<file path="config.mk">
export PLATFORM = sky130hd
export DESIGN_NAME = crs_register_set
export DESIGN_NICKNAME = d
export VERILOG_FILES = /design/src/rtl/crs_pkg.sv /design/src/rtl/crs_word_reg.sv /design/src/rtl/crs_irq_gate.sv /design/src/rtl/crs_register_set.sv
export SDC_FILE = /design/constraint.sdc
export NUM_CORES = 1
export LEC_CHECK = 0
export BUFFER_PORTS_ARGS = -buffer_cell sky130_fd_sc_hd__buf_2
export CORE_AREA = 2 2 190 192
export DETAILED_ROUTE_END_ITERATION = 10
export DIE_AREA = 0 0 192 194
export PLACE_DENSITY = 0.77
export SYNTH_ARGS = -nofsm -noshare
export SYNTH_HDL_FRONTEND = slang
export SYNTH_HIERARCHICAL = 1
export SYNTH_SLANG_ARGS = --single-unit
</file>
<file path="constraint.sdc">
create_clock -name ref_clk -period 2.7 [get_ports ref_clk]
set_input_delay 0.81 -clock ref_clk [delete_from_list [all_inputs] [get_ports ref_clk]]
set_output_delay 0.81 -clock ref_clk [all_outputs]
set_load 0.05 [all_outputs]
</file>
<file path="src/rtl/crs_pkg.sv">
package crs_pkg;
   localparam int NUM_BANKS = 2;
   localparam int BANK_REGS = 7;
   localparam logic [2:0] BR_DATA0 = 3'h0;
   localparam logic [2:0] BR_DATA1 = 3'h1;
   localparam logic [2:0] BR_DATA2 = 3'h2;
   localparam logic [2:0] BR_DATA3 = 3'h3;
   localparam logic [2:0] BR_ADDR0 = 3'h4;
   localparam logic [2:0] BR_ADDR1 = 3'h5;
   localparam logic [2:0] BR_FBASE = 3'h6;
   localparam logic [5:0] ADDR_SBASE     = 6'h07;
   localparam logic [5:0] ADDR_USP       = 6'h08;
   localparam logic [5:0] ADDR_ISP       = 6'h09;
   localparam logic [5:0] ADDR_INTERRUPT_TABLE_BASE      = 6'h0a;
   localparam logic [5:0] ADDR_PC        = 6'h0b;
   localparam logic [5:0] ADDR_FLAGS     = 6'h0c;
   localparam logic [5:0] ADDR_DATA0_LO  = 6'h0d;
   localparam logic [5:0] ADDR_DATA0_HI  = 6'h0e;
   localparam logic [5:0] ADDR_DATA1_LO  = 6'h0f;
   localparam logic [5:0] ADDR_DATA1_HI  = 6'h10;
   localparam logic [5:0] ADDR_ACTIVE_SP = 6'h11;
   localparam logic [5:0] ADDR_PAIR_LOW  = 6'h12;
   localparam logic [5:0] ADDR_PAIR_HIGH = 6'h13;
   localparam logic [5:0] ADDR_ADDR_PAIR = 6'h14;
   localparam int FLG_CARRY  = 0;
   localparam int FLG_DEBUG  = 1;
   localparam int FLG_ZERO   = 2;
   localparam int FLG_SIGN   = 3;
   localparam int FLG_BANK   = 4;
   localparam int FLG_OVFL   = 5;
   localparam int FLG_IEN    = 6;
   localparam int FLG_STACK  = 7;
   localparam int FLG_IPL_LO = 12;
   localparam int FLG_IPL_HI = 14;
   localparam logic [15:0] FLG_IMPL_MASK = 16'h70ff;
   localparam logic [15:0] FLAGS_RESET   = 16'h0000;
   localparam logic [15:0] WORD_RESET    = 16'h0000;
   localparam logic [19:0] PC_RESET      = 20'h00000;
   localparam logic [19:0] INTERRUPT_TABLE_BASE_RESET    = 20'h00000;
   localparam logic [5:0]  SWI_STACK_LIMIT = 6'h20;
endpackage

</file>
<file path="src/rtl/crs_word_reg.sv">
`timescale 1ns/1ps
// A 16-bit register whose two byte lanes load independently.
module crs_word_reg
   import crs_pkg::*;
(
   input  wire logic        clk,
   input  wire logic        rst,
   input  wire logic        wrLo,
   input  wire logic        wrHi,
   input  wire logic [15:0] dIn,
   output logic      [15:0] q
);
   always_ff @(posedge clk)
   begin
      if (rst)
      begin
         q <= WORD_RESET;
      end
      else
      begin
         if (wrLo)
         begin
            q[7:0] <= dIn[7:0];
         end
         if (wrHi)
         begin
            q[15:8] <= dIn[15:8];
         end
      end
   end
endmodule

</file>
<file path="src/rtl/crs_irq_gate.sv">
`timescale 1ns/1ps
// Decides whether a pending request may be taken now.
module crs_irq_gate
   import crs_pkg::*;
(
   input  wire logic       irqRequest,
   input  wire logic       irqNonMaskable,
   input  wire logic [2:0] irqPriority,
   input  wire logic [2:0] priorityLevel,
   input  wire logic       intEnable,
   output logic            irqAccept
);
   always_comb
   begin
      irqAccept = 1'b0;
      if (irqRequest)
      begin
         if (irqNonMaskable)
         begin
            irqAccept = 1'b1;
         end
         else
         begin
            irqAccept = intEnable && (irqPriority > priorityLevel);
         end
      end
   end
endmodule

</file>
<file path="src/rtl/crs_register_set.sv">
// Our own choices: the register offsets and strobed register access.
`timescale 1ns/1ps
module crs_register_set
   import crs_pkg::*;
(
   input  wire logic        ref_clk,
   input  wire logic        sys_rst,
   input  wire logic [5:0]  regAddr,
   input  wire logic [31:0] regWrData,
   input  wire logic        regWrStrobe,
   input  wire logic        regRdStrobe,
   output logic      [31:0] regRdData,
   input  wire logic        execWrite,
   input  wire logic [2:0]  execSel,
   input  wire logic [15:0] execData,
   input  wire logic        aluUpdate,
   input  wire logic [15:0] aluResult,
   input  wire logic        aluByteOp,
   input  wire logic        aluCarry,
   input  wire logic        aluOverflow,
   input  wire logic        pcLoad,
   input  wire logic [19:0] pcNext,
   input  wire logic        spLoad,
   input  wire logic [15:0] spNext,
   input  wire logic        irqRequest,
   input  wire logic        irqNonMaskable,
   input  wire logic [2:0]  irqPriority,
   input  wire logic        irqAck,
   input  wire logic        swIntExec,
   input  wire logic [5:0]  swIntNum,
   output logic             irqAccept,
   output logic      [15:0] processorFlags,
   output logic      [19:0] pcOut,
   output logic      [19:0] intbOut,
   output logic      [15:0] activeSp,
   output logic      [15:0] frameBaseOut,
   output logic      [15:0] staticBaseOut,
   output logic      [31:0] addressPairOut,
   output logic      [31:0] dataPairLowOut,
   output logic      [31:0] dataPairHighOut,
   output logic             bankSelect
);
   logic [BANK_REGS-1:0] loEn [NUM_BANKS];
   logic [BANK_REGS-1:0] hiEn [NUM_BANKS];
   logic [15:0]          bankWrVal [BANK_REGS];
   logic [15:0]          bankQ [NUM_BANKS][BANK_REGS];
   logic [15:0]          curQ [BANK_REGS];
   logic [15:0]          flags_reg;
   logic [15:0]          flags_next;
   logic [19:0]          pc_reg;
   logic [19:0]          interrupt_table_base_reg;
   logic [15:0]          usp_reg;
   logic [15:0]          isp_reg;
   logic [15:0]          sb_reg;
   logic [31:0]          rdData_reg;
   logic [31:0]          readMux;
   logic                 aluZero;
   logic                 aluSign;
   logic                 swiStack;

   assign bankSelect = flags_reg[FLG_BANK];

   // Both banks hold the data, address and frame base registers.
   for (genvar b = 0; b < NUM_BANKS; b++)
   begin : g_bank
      for (genvar k = 0; k < BANK_REGS; k++)
      begin : g_reg
         crs_word_reg u_reg (
            .clk  (ref_clk),
            .rst  (sys_rst),
            .wrLo (loEn[b][k]),
            .wrHi (hiEn[b][k]),
            .dIn  (bankWrVal[k]),
            .q    (bankQ[b][k])
         );
      end
   end

   always_comb
   begin
      for (int k = 0; k < BANK_REGS; k++)
      begin
         curQ[k] = bankQ[bankSelect][k];
      end
   end

   always_comb
   begin
      for (int k = 0; k < BANK_REGS; k++)
      begin
         bankWrVal[k] = regWrData[15:0];
      end
      for (int b = 0; b < NUM_BANKS; b++)
      begin
         loEn[b] = '0;
         hiEn[b] = '0;
      end
      if (regWrStrobe)
      begin
         if (regAddr < ADDR_SBASE)
         begin
            loEn[bankSelect][regAddr[2:0]] = 1'b1;
            hiEn[bankSelect][regAddr[2:0]] = 1'b1;
         end
         case (regAddr)
            ADDR_DATA0_LO:
            begin
               loEn[bankSelect][BR_DATA0] = 1'b1;
               bankWrVal[BR_DATA0] = {regWrData[7:0], regWrData[7:0]};
            end
            ADDR_DATA0_HI:
            begin
               hiEn[bankSelect][BR_DATA0] = 1'b1;
               bankWrVal[BR_DATA0] = {regWrData[7:0], regWrData[7:0]};
            end
            ADDR_DATA1_LO:
            begin
               loEn[bankSelect][BR_DATA1] = 1'b1;
               bankWrVal[BR_DATA1] = {regWrData[7:0], regWrData[7:0]};
            end
            ADDR_DATA1_HI:
            begin
               hiEn[bankSelect][BR_DATA1] = 1'b1;
               bankWrVal[BR_DATA1] = {regWrData[7:0], regWrData[7:0]};
            end
            ADDR_PAIR_LOW:
            begin
               loEn[bankSelect][BR_DATA0] = 1'b1;
               hiEn[bankSelect][BR_DATA0] = 1'b1;
               loEn[bankSelect][BR_DATA2] = 1'b1;
               hiEn[bankSelect][BR_DATA2] = 1'b1;
               bankWrVal[BR_DATA2] = regWrData[31:16];
            end
            ADDR_PAIR_HIGH:
            begin
               loEn[bankSelect][BR_DATA1] = 1'b1;
               hiEn[bankSelect][BR_DATA1] = 1'b1;
               loEn[bankSelect][BR_DATA3] = 1'b1;
               hiEn[bankSelect][BR_DATA3] = 1'b1;
               bankWrVal[BR_DATA3] = regWrData[31:16];
            end
            ADDR_ADDR_PAIR:
            begin
               loEn[bankSelect][BR_ADDR0] = 1'b1;
               hiEn[bankSelect][BR_ADDR0] = 1'b1;
               loEn[bankSelect][BR_ADDR1] = 1'b1;
               hiEn[bankSelect][BR_ADDR1] = 1'b1;
               bankWrVal[BR_ADDR1] = regWrData[31:16];
            end
            default:
            begin
            end
         endcase
      end
      // The execution unit owns the register it writes in the same cycle.
      if (execWrite && (execSel <= BR_FBASE))
      begin
         loEn[bankSelect][execSel] = 1'b1;
         hiEn[bankSelect][execSel] = 1'b1;
         bankWrVal[execSel] = execData;
      end
   end

   assign aluZero  = aluByteOp ? (aluResult[7:0] == 8'h00) : (aluResult == 16'h0000);
   assign aluSign  = aluByteOp ? aluResult[7] : aluResult[15];
   assign swiStack = swIntExec && (swIntNum < SWI_STACK_LIMIT);

   // Software writes first, ALU results next, interrupt entry last.
   always_comb
   begin
      flags_next = flags_reg;
      if (regWrStrobe && (regAddr == ADDR_FLAGS))
      begin
         flags_next = regWrData[15:0] & FLG_IMPL_MASK;
      end
      if (aluUpdate)
      begin
         flags_next[FLG_CARRY] = aluCarry;
         flags_next[FLG_ZERO]  = aluZero;
         flags_next[FLG_SIGN]  = aluSign;
         flags_next[FLG_OVFL]  = aluOverflow;
      end
      if (irqAck || swIntExec)
      begin
         flags_next[FLG_IEN] = 1'b0;
      end
      if (irqAck || swiStack)
      begin
         flags_next[FLG_STACK] = 1'b0;
      end
   end

   always_ff @(posedge ref_clk)
   begin
      if (sys_rst)
      begin
         flags_reg <= FLAGS_RESET;
      end
      else
      begin
         flags_reg <= flags_next;
      end
   end

   always_ff @(posedge ref_clk)
   begin
      if (sys_rst)
      begin
         pc_reg <= PC_RESET;
      end
      else if (pcLoad)
      begin
         pc_reg <= pcNext;
      end
      else if (regWrStrobe && (regAddr == ADDR_PC))
      begin
         pc_reg <= regWrData[19:0];
      end
   end

   always_ff @(posedge ref_clk)
   begin
      if (sys_rst)
      begin
         interrupt_table_base_reg <= INTERRUPT_TABLE_BASE_RESET;
         sb_reg   <= WORD_RESET;
      end
      else if (regWrStrobe)
      begin
         if (regAddr == ADDR_INTERRUPT_TABLE_BASE)
         begin
            interrupt_table_base_reg <= regWrData[19:0];
         end
         if (regAddr == ADDR_SBASE)
         begin
            sb_reg <= regWrData[15:0];
         end
      end
   end

   // Stack moves from execution land on the pointer that stack select names.
   always_ff @(posedge ref_clk)
   begin
      if (sys_rst)
      begin
         usp_reg <= WORD_RESET;
         isp_reg <= WORD_RESET;
      end
      else
      begin
         if (spLoad && flags_reg[FLG_STACK])
         begin
            usp_reg <= spNext;
         end
         else if (regWrStrobe && ((regAddr == ADDR_USP) ||
                  ((regAddr == ADDR_ACTIVE_SP) && flags_reg[FLG_STACK])))
         begin
            usp_reg <= regWrData[15:0];
         end
         if (spLoad && !flags_reg[FLG_STACK])
         begin
            isp_reg <= spNext;
         end
         else if (regWrStrobe && ((regAddr == ADDR_ISP) ||
                  ((regAddr == ADDR_ACTIVE_SP) && !flags_reg[FLG_STACK])))
         begin
            isp_reg <= regWrData[15:0];
         end
      end
   end

   always_comb
   begin
      readMux = 32'h00000000;
      if (regAddr < ADDR_SBASE)
      begin
         readMux = {16'h0000, curQ[regAddr[2:0]]};
      end
      else
      begin
         case (regAddr)
            ADDR_SBASE:     readMux = {16'h0000, sb_reg};
            ADDR_USP:       readMux = {16'h0000, usp_reg};
            ADDR_ISP:       readMux = {16'h0000, isp_reg};
            ADDR_INTERRUPT_TABLE_BASE:      readMux = {12'h000, interrupt_table_base_reg};
            ADDR_PC:        readMux = {12'h000, pc_reg};
            ADDR_FLAGS:     readMux = {16'h0000, flags_reg};
            ADDR_DATA0_LO:  readMux = {24'h000000, curQ[BR_DATA0][7:0]};
            ADDR_DATA0_HI:  readMux = {24'h000000, curQ[BR_DATA0][15:8]};
            ADDR_DATA1_LO:  readMux = {24'h000000, curQ[BR_DATA1][7:0]};
            ADDR_DATA1_HI:  readMux = {24'h000000, curQ[BR_DATA1][15:8]};
            ADDR_ACTIVE_SP: readMux = {16'h0000, activeSp};
            ADDR_PAIR_LOW:  readMux = dataPairLowOut;
            ADDR_PAIR_HIGH: readMux = dataPairHighOut;
            ADDR_ADDR_PAIR: readMux = addressPairOut;
            default:        readMux = 32'h00000000;
         endcase
      end
   end

   // Read data stands for exactly the cycle after the strobe.
   always_ff @(posedge ref_clk)
   begin
      if (sys_rst)
      begin
         rdData_reg <= 32'h00000000;
      end
      else
      begin
         rdData_reg <= regRdStrobe ? readMux : 32'h00000000;
      end
   end

   crs_irq_gate u_irq_gate (
      .irqRequest     (irqRequest),
      .irqNonMaskable (irqNonMaskable),
      .irqPriority    (irqPriority),
      .priorityLevel  (flags_reg[FLG_IPL_HI:FLG_IPL_LO]),
      .intEnable      (flags_reg[FLG_IEN]),
      .irqAccept      (irqAccept)
   );

   assign regRdData       = rdData_reg;
   assign processorFlags  = flags_reg;
   assign pcOut           = pc_reg;
   assign intbOut         = interrupt_table_base_reg;
   assign staticBaseOut   = sb_reg;
   assign frameBaseOut    = curQ[BR_FBASE];
   assign activeSp        = flags_reg[FLG_STACK] ? usp_reg : isp_reg;
   assign dataPairLowOut  = {curQ[BR_DATA2], curQ[BR_DATA0]};
   assign dataPairHighOut = {curQ[BR_DATA3], curQ[BR_DATA1]};
   assign addressPairOut  = {curQ[BR_ADDR1], curQ[BR_ADDR0]};
endmodule

</file>
==> results by stage, run 1 <==
Hold path:
- The path class of the lowest-slack min-delay path is input pin to flop.
- In this run the most critical hold path is launched from irqAck.
- For hold timing, the worst endpoint is processorFlags[6].
- The number of stages on the worst hold path is 2.

Clock network:
- The clock tree from TritonCTS is built.
- The buffer type at the clock tree root is sky130_fd_sc_hd__clkbuf_16.
- The clock reaches the later pin of the worst-skew pair after 0.55 ns.
- For this design, the sink count on the clock tree is 355.
- Clock-pin slew was measured on the worst setup and hold paths at 0.06 ns.
- The H-tree was split into 2 levels.
- No sink is reached through more buffers than the 3 on the longest clock path.
- The number of CTS-inserted buffers is 38.

Setup path:
- The start-to-end type of the worst setup path is flop to output pin.
- The critical path's largest stage delay is 0.44 ns.
- The critical-path maximum fanout is 6.
- The depth of the most critical reg-to-reg path is 7.
- The cell that appears most often on the critical path is sky130_fd_sc_hd__buf_4.
- The data required time of the critical path is 1.89 ns.
- Walking the worst path, the cells encountered are buf_12 > buf_4 > mux2_2 > buf_4.
- The sort of element at the start of the critical path is a flop.
- The worst setup path is captured at an output pin.
- The data arrival time of the critical path is 1.93 ns.
- Across all register-to-register paths, the minimum setup slack is 0.20 ns.
- On the critical path, the stage with the largest delay is an instance of sky130_fd_sc_hd__mux2_2.
- The startpoint identified for the worst register-to-register timing path is processorFlags[4].
- The endpoint identified for the worst register-to-register timing path is regRdData[12].

Global route:
- Across every metal layer, demand over resource in global routing totals 0.451.
- The first global-routing pass estimated 124000 µm of wire.
- The number of global-route vias before repair is 19308.
- Entering global routing, the biggest net connects 131 pins.
- The number of antenna violations at the first check in global routing is 5.
- Global routing finished with a remaining overflow of 0.

Synthesis:
- After technology mapping, the gate count stands at 2231.
- The count of different cell masters after synthesis is 75.
- After synthesis, the largest family of logic cells by area is multiplexers.
- The sequential area share after synthesis is 0.359.
- Counting flops and latches in the post-synthesis netlist gives 355.
- The compound-cell area share of the yosys netlist is 0.109.
- Of the total synthesized cell area, the portion taken by full adders, half adders and majority gates is 0.00190.
- Of the total synthesized cell area, the portion taken by XOR and XNOR cells is 0.000443.
- Yosys printed 6 warnings.
- Counting flops with a built-in enable in the synthesized netlist gives 0.
- After synthesis, the mean cell area works out to 8.86 µm².
- In the synthesized netlist the dominant register cell turns out to be sky130_fd_sc_hd__dfxtp_1.
- The simple-gate portion of the synthesized area is 0.178.
- The post-synthesis mux area share is 0.280.
- The proportion of synthesized flip-flops having asynchronous set or reset is 0.
- The cell area after synthesis is 19800 µm².

Power:
- The sequential fraction of design power is 0.430.
- Power spread over the standard cell area amounts to 504 nW/µm².
- The share of total power in combinational logic is 0.164.
- Of the total power, the share spent switching nets is 0.292.
- Of the total power, the clock network draws 0.406.
- IR analysis of the VDD net gives a maximum drop of 0.522 mV.
- The static leakage is 10.6 nW.
- The internal power of the cells totals 8.92 mW.
- The switching power total is 3.69 mW.

Placed design:
- The placed instances occupy a cell area of 22600 µm².
- Summed over all nets, the half-perimeter wirelength after detailed placement is 62100 µm.
- At the end of routability-driven placement, the weighted congestion stood at 1.02.
- Buffers placed on the I/O ports in this run total 356.
- In this run, placement finished with an instance count of 3021.

Floorplan:
- The floorplan step set the die width to 192 µm.
- For this design the top-level I/O count stands at 367.
- The die area is 37200 µm².
- The starting density of the core is 0.561.
- The number of rows created at floorplan is 69.
- The core footprint is 35200 µm².
- In this run the vertical extent of the chip is 194 µm.

Outcome:
- The final reports fail on negative setup slack.
- The run finished, with violations left.

Route:
- The post-route antenna net violation count is 0.
- The vias after detailed routing is 20488.
- For this run, the detailed router's first-pass iteration total came to 8.
- The DRC violation count after routing is 0.
- For this block, the routed nets add up to 88400 µm of wire.
- Dividing the detail-routed wire length by the instance count gives 28.3 µm.
- The iteration-0 DRC count of the detailed router is 2476.
- Using the TritonRoute via totals, the vias-per-cell ratio works out to 6.55.

STA:
- The final period utilization is 1.02.
- The actual transition at the worst max-transition pin is 0.829 ns.
- The clock arrives with 0.0156 ns of skew.
- Based on the critical path, the design can be clocked at up to 365 MHz.
- The worst slew margin relative to its limit is 0.433.
- The number of setup violations in the final report is 11.
- The final critical-path required period is 2.74 ns.
- The number of pins exceeding their max-slew limit in the final report came to 0.
- Setup repair after global routing could not meet its margin everywhere.
- Once routing completed, OpenROAD measured the worst setup slack at -0.0418 ns.
- The count of final hold-check violations is 0.

Layout:
- The summed area of non-filler cells in the final layout is 25000 µm².
- The register with the most flip-flops is g_bank.g.u_reg/q.
- Measured on the finished design, the core utilization comes to 0.709.
- The post-layout instance count excluding filler cells is 3126.
- In the final layout, the share of cells above drive strength 1 is 0.315.
- The net count of the finished layout is 2772.
- The relative area change from synthesis to final layout is 26.4%.
- The number of flip-flops under the largest register name is 224.

Run:
- Max-cap violations in this run came to 0.
[power by group through the flow]
stage / logic, mW / registers [mW] / clock network (mW)
4_1_cts: 1.94 / 5.41 / 5.08
2_1_floorplan: 1.09 / 5.60 / 0
5_1_grt: 2.12 / 5.43 / 5.31
3_5_place_dp: 1.89 / 5.53 / 0
6_report: 2.07 / 5.42 / 5.11
3_3_place_gp: 1.86 / 5.52 / 0
[Yosys cell counts (4+ instances only)]
cell type,count,area share
sky130_fd_sc_hd__nand2b_1,5,0.0016
sky130_fd_sc_hd__o2111ai_1,13,0.0058
sky130_fd_sc_hd__nand2_1,211,0.040
sky130_fd_sc_hd__a22oi_1,24,0.0091
sky130_fd_sc_hd__nor2b_1,18,0.0057
sky130_fd_sc_hd__nor2_1,363,0.069
sky130_fd_sc_hd__clkbuf_1,89,0.017
sky130_fd_sc_hd__buf_2,51,0.013
sky130_fd_sc_hd__mux2_2,158,0.090
sky130_fd_sc_hd__a222oi_1,4,0.0020
sky130_fd_sc_hd__nand3_1,94,0.024
sky130_fd_sc_hd__inv_1,30,0.0057
sky130_fd_sc_hd__buf_1,4,0.00076
sky130_fd_sc_hd__mux4_2,16,0.018
sky130_fd_sc_hd__buf_6,47,0.027
sky130_fd_sc_hd__o21ai_1,33,0.0084
sky130_fd_sc_hd__mux2i_1,339,0.17
sky130_fd_sc_hd__a311oi_1,16,0.0071
sky130_fd_sc_hd__dfxtp_1,355,0.36
sky130_fd_sc_hd__nor3_1,9,0.0023
sky130_fd_sc_hd__nor4_1,14,0.0044
sky130_fd_sc_hd__and3_1,34,0.011
sky130_fd_sc_hd__clkbuf_2,14,0.0035
sky130_fd_sc_hd__o311ai_0,14,0.0062
sky130_fd_sc_hd__a2111oi_0,8,0.0035
sky130_fd_sc_hd__a21oi_1,69,0.017
sky130_fd_sc_hd__buf_4,13,0.0049
sky130_fd_sc_hd__o21ai_0,36,0.0091
sky130_fd_sc_hd__a31oi_1,9,0.0028
sky130_fd_sc_hd__and2_1,11,0.0035
sky130_fd_sc_hd__o22ai_1,16,0.0051
sky130_fd_sc_hd__a211oi_1,38,0.014
sky130_fd_sc_hd__a221o_1,8,0.0041
sky130_fd_sc_hd__nand4b_1,4,0.0018
[metal layers]
| metal | GRT usage | vias up | part of all wire |
|---|---|---|---|
| li1 | - | 8702 | - |
| met1 | 0.547 | 9640 | 0.35 |
| met2 | 0.659 | 1693 | 0.42 |
| met3 | 0.130 | 449 | 0.14 |
| met4 | 0.374 | 4 | 0.097 |
| met5 | 0 | - | 0.00033 |
[worst max-delay path by stage]
stage | cells after the start | slack (ns) | startpoint | to
6_report | 4 | -0.04 | processorFlags[4] | dataPairHighOut[26]
3_3_place_gp | 9 | -0.31 | regAddr[3] | regRdData[15]
2_1_floorplan | 5 | 0.008 | processorFlags[4] | dataPairHighOut[20]
5_1_grt | 4 | -0.05 | processorFlags[4] | dataPairHighOut[26]
3_5_place_dp | 9 | -0.18 | regAddr[2] | g_bank[0].g_reg[3].u_reg/q[4]
4_1_cts | 4 | -0.06 | processorFlags[4] | addressPairOut[5]
[layout make-up]
type,instances,area (µm²)
flip-flops and latches,355,7110
clock inverters,9,95.1
clock buffers,55,1100
inverters,31,116
fillers,2657,10200
multi-input cells,1631,11700
repair buffers,579,4320
diodes,5,12.5
well taps,461,577
[cell families after synthesis]
| kind of cell | Yosys count |
|---|---|
| flops | 355 |
| compound gates | 317 |
| other cells | 1 |
| buf+inv | 249 |
| fa+ha+maj | 3 |
| mux | 513 |
| xor+xnor | 1 |
| simple gates | 792 |
[cells in the final DEF, fill, tap and decap left out, types with 16 or more instances in the layout]
| master | Yosys | layout |
|---|---|---|
| sky130_fd_sc_hd__o21ai_1 | 33 | 33 |
| sky130_fd_sc_hd__buf_2 | 51 | 266 |
| sky130_fd_sc_hd__buf_6 | 47 | 51 |
| sky130_fd_sc_hd__dfxtp_1 | 355 | 353 |
| sky130_fd_sc_hd__buf_4 | 13 | 229 |
| sky130_fd_sc_hd__mux4_2 | 16 | 16 |
| sky130_fd_sc_hd__nand3_1 | 94 | 94 |
| sky130_fd_sc_hd__nand2_1 | 211 | 211 |
| sky130_fd_sc_hd__mux2_2 | 158 | 74 |
| sky130_fd_sc_hd__a211oi_1 | 38 | 38 |
| sky130_fd_sc_hd__a21oi_1 | 69 | 69 |
| sky130_fd_sc_hd__buf_12 | 0 | 25 |
| sky130_fd_sc_hd__inv_1 | 30 | 28 |
| sky130_fd_sc_hd__and3_1 | 34 | 34 |
| sky130_fd_sc_hd__mux2_4 | 0 | 84 |
| sky130_fd_sc_hd__clkbuf_16 | 0 | 43 |
| sky130_fd_sc_hd__o21ai_0 | 36 | 36 |
| sky130_fd_sc_hd__mux2i_1 | 339 | 336 |
| sky130_fd_sc_hd__a311oi_1 | 16 | 16 |
| sky130_fd_sc_hd__o22ai_1 | 16 | 16 |
| sky130_fd_sc_hd__a22oi_1 | 24 | 24 |
| sky130_fd_sc_hd__nor2_1 | 363 | 362 |
[what timing repair did]
| action | CTS | global route |
|---|---|---|
| cloned | 0 | 4 |
| resized for setup | 150 | 94 |
| setup buffers | 3 | 29 |
| setup endpoints to repair | 112 | 81 |
| hold buffers | 0 | 0 |
[through the flow]
stage | setup TNS, ns | worst slack, ns | hold WS (ns) | power, mW
6_report | -0.232 | -0.0418 | 0.444 | 12.6
2_1_floorplan | 0 | 0.00806 | 0.454 | 6.69
3_3_place_gp | -8.25 | -0.315 | 0.455 | 7.38
3_5_place_dp | -15.22 | -0.185 | 0.471 | 7.42
4_1_cts | -0.320 | -0.0552 | 0.444 | 12.4
5_1_grt | -0.334 | -0.0470 | 0.447 | 12.9
[critical path: cells and delay by family, from the launching register on]
family,cells,cell delay (ns)
multiplexers,1,0.44
buffers and inverters,3,0.52
flip-flops,1,0.43
(Power assumes the default switching activity.)
==> run 2, diff against run 1 <==
--- a/config.mk
+++ b/config.mk
@@ -10,6 +10,7 @@
 export DETAILED_ROUTE_END_ITERATION = 10
 export DIE_AREA = 0 0 192 194
 export PLACE_DENSITY = 0.77
+export RECOVER_POWER = 50
 export SYNTH_ARGS = -nofsm -noshare
 export SYNTH_HDL_FRONTEND = slang
 export SYNTH_HIERARCHICAL = 1
==> results by stage, run 2 (synthesis results as in run 1) <==
Setup path:
- The startpoint identified for the worst register-to-register timing path is processorFlags[4].
- The endpoint class of the critical path is a flop.
- The sort of element at the start of the critical path is an input pin.
- The data arrival time of the critical path is 3.15 ns.
- The setup slack on the worst flop-to-flop path is 0.25 ns.
- The critical path in this run is classified as input pin to flop.
- Of all nets on the critical path, the largest fanout is 16.
- In this run the critical register-to-register path is captured at regRdData[12].
- The worst setup path startpoint is regAddr[3].
- The data required time of the critical path is 3.10 ns.
- The most critical setup path has its endpoint at pcOut[16].
- The depth of the most critical reg-to-reg path is 7.

Run:
- The count of max-cap constraint violations is 0.

Clock network:
- In this run, post-CTS hold repair placed 0 buffers.
- No sink is reached through more buffers than the 3 on the longest clock path.
- The later pin in the worst-skew pair is clocked with a latency of 0.54 ns.
- Clock-pin slew was measured on the worst setup and hold paths at 0.06 ns.
- The clock tree from TritonCTS is built.
- Clock tree synthesis selected as its root buffer the cell sky130_fd_sc_hd__clkbuf_16.
- Buffers inserted during clock tree synthesis total 38.
- The CTS H-tree depth is 2.
- The tree built by TritonCTS fans out to 355 sinks.

Outcome:
- The flow ran to the end, but the final reports show violations.
- The checks that failed: negative setup slack.

Layout:
- The number of flip-flops under the largest register name is 224.
- The register with the most flip-flops is g_bank.g.u_reg/q.
- The top cell types in the final layout, fill and taps aside, are 362 x sky130_fd_sc_hd__nor2_1, 353 x sky130_fd_sc_hd__dfxtp_1, 336 x sky130_fd_sc_hd__mux2i_1.
- The number of antenna diodes is 0.
- The finished cells cover 24700 µm².
- The library cell used most frequently in the layout, excluding fill and tap cells, is sky130_fd_sc_hd__nor2_1.
- The relative area change from synthesis to final layout is 25.0%.
- In the final layout, the share of cells above drive strength 1 is 0.274.
- The number of nets in the final layout is 2772.

Placed design:
- Routability-driven placement finished with a final weighted congestion of 1.02.
- The wire-length estimate of the detail-placed layout is 62100 µm.
- The total placed instance area is 22600 µm².
- In this run the tool buffered the top-level ports with 356 buffer cells.

STA:
- For the pin with the worst max-slew slack, the measured transition is 0.779 ns.
- The number of setup violations in the final report is 16.
- Derived from the worst setup path, the maximum achievable clock frequency is 363 MHz.
- The final critical-path required period is 2.75 ns.
- Final hold analysis gives a worst-case slack of 0.444 ns.
- Setup repair after global routing could not meet its margin everywhere.
- The clock arrives with 0.0141 ns of skew.
- In the post-route analysis, the smallest setup slack over all paths is -0.0518 ns.
- The number of pins exceeding their max-slew limit in the final report is 0.
- Of the available clock period, the critical path in the final layout requires 1.02.
- The count of final hold-check violations is 0.
- The worst slew margin relative to its limit is 0.467.
- The aggregate negative setup slack is -0.367 ns.

Floorplan:
- Measured along the y axis, the die boundary spans 194 µm.
- The floorplan step defined a core boundary enclosing 35200 µm².
- For this configuration, the core starts out at a cell density of 0.561.
- The die area is 37200 µm².
- The number of rows created at floorplan is 69.
- The horizontal extent of the die is 192 µm.
- For this design the top-level I/O count stands at 367.

Route:
- The final wirelength is 88400 µm.
- The final routed wire length divided by cell count is 28.3 µm.
- Once detail routing completed, the nets flagged for antenna violations numbered 0.
- The iteration-0 DRC count of the detailed router is 2379.
- For this run, design rule violations remaining after detail routing come to 0.
- For this block, the via count after detailed routing is 20350.
- The first TritonRoute pass finished after 9 iterations.
- Using the TritonRoute via totals, the vias-per-cell ratio works out to 6.52.

Global route:
- After global routing the overflow that remains totals 0.
- The number of antenna violations at the first check in global routing is 5.
- The global-route total usage across every layer is 0.451.
- The maximum number of pins on one net before global-route repair is 131.
- The number of global-route vias before repair is 19308.
- The global-route wire length before repair is 124000 µm.

Hold path:
- The path class of the lowest-slack min-delay path is input pin to flop.
- The startpoint identified for the worst hold timing path is irqAck.

Power:
- VDD sags by at most 0.520 mV.
- The static leakage is 10.1 nW.
- In this run the power density over the cells is 509 nW/µm².
==> run 2: cell types whose count changed in the layout (fill, tap and decap cells not counted), sizes merged <==
cell	previous run	this run
diode	5	0
buf	575	454
clkbuf	59	180
==> run 2: power by group <==
group          internal, mW  switching (mW)
registers              5.34          0.0822
clock network          2.92            2.19
logic                 0.646            1.40
==> run 2: worst min-delay path by stage <==
stage / end / slack [ns] / depth (start not counted)
2_1_floorplan: g_bank[1].g_reg[0].u_reg/q[0] / 0.45 / 2
3_3_place_gp: staticBaseOut[15] / 0.46 / 2
3_5_place_dp: staticBaseOut[15] / 0.47 / 2
4_1_cts: processorFlags[6] / 0.44 / 2
5_1_grt: processorFlags[6] / 0.45 / 2
6_report: processorFlags[6] / 0.44 / 2
==> run 2: stage by stage <==
stage | cells | util | worst slack [ns] | power (mW)
after floorplan | 2235 | - | 0.00806 | 6.69
final | 3121 | 0.702 | -0.0518 | 12.6
after global routing | 3121 | 0.702 | -0.200 | 12.8
after global placement | 3021 | 0.642 | -0.315 | 7.38
after CTS | 3088 | 0.691 | -0.0552 | 12.4
after detailed placement | 3021 | 0.642 | -0.185 | 7.42
==> run 2: what timing repair did <==
action                                  4_1_cts  5_1_grt
endpoints found under the setup margin      112       81
cloned                                        0        4
gates resized for setup                     150       94
buffers inserted                              3       29
==> run 2: critical path: stages <==
cell and delay [ns]:
sky130_fd_sc_hd__buf_2 0.20, sky130_fd_sc_hd__buf_4 0.17, sky130_fd_sc_hd__nor4b_1 0.47, sky130_fd_sc_hd__buf_4 0.29, sky130_fd_sc_hd__and2_1 0.26, sky130_fd_sc_hd__a21o_1 0.26, sky130_fd_sc_hd__buf_4 0.18, sky130_fd_sc_hd__nor2_1 0.08
sky130_fd_sc_hd__a211oi_1 0.42
==> run 2: layout make-up <==
cell class,instances,area (µm²)
clock buffer,55,1100
sequential,355,7110
timing repair buffer,579,4110
tap,461,577
inverter,31,116
fill,2733,10500
multi-input combinational,1631,11600
clock inverter,9,95.1
==> run 2: per-layer routing <==
metal  global-route usage  share of wire
met3                0.130           0.13
met1                0.547           0.35
met2                0.659           0.42
met5                    0        0.00033
met4                0.374          0.097
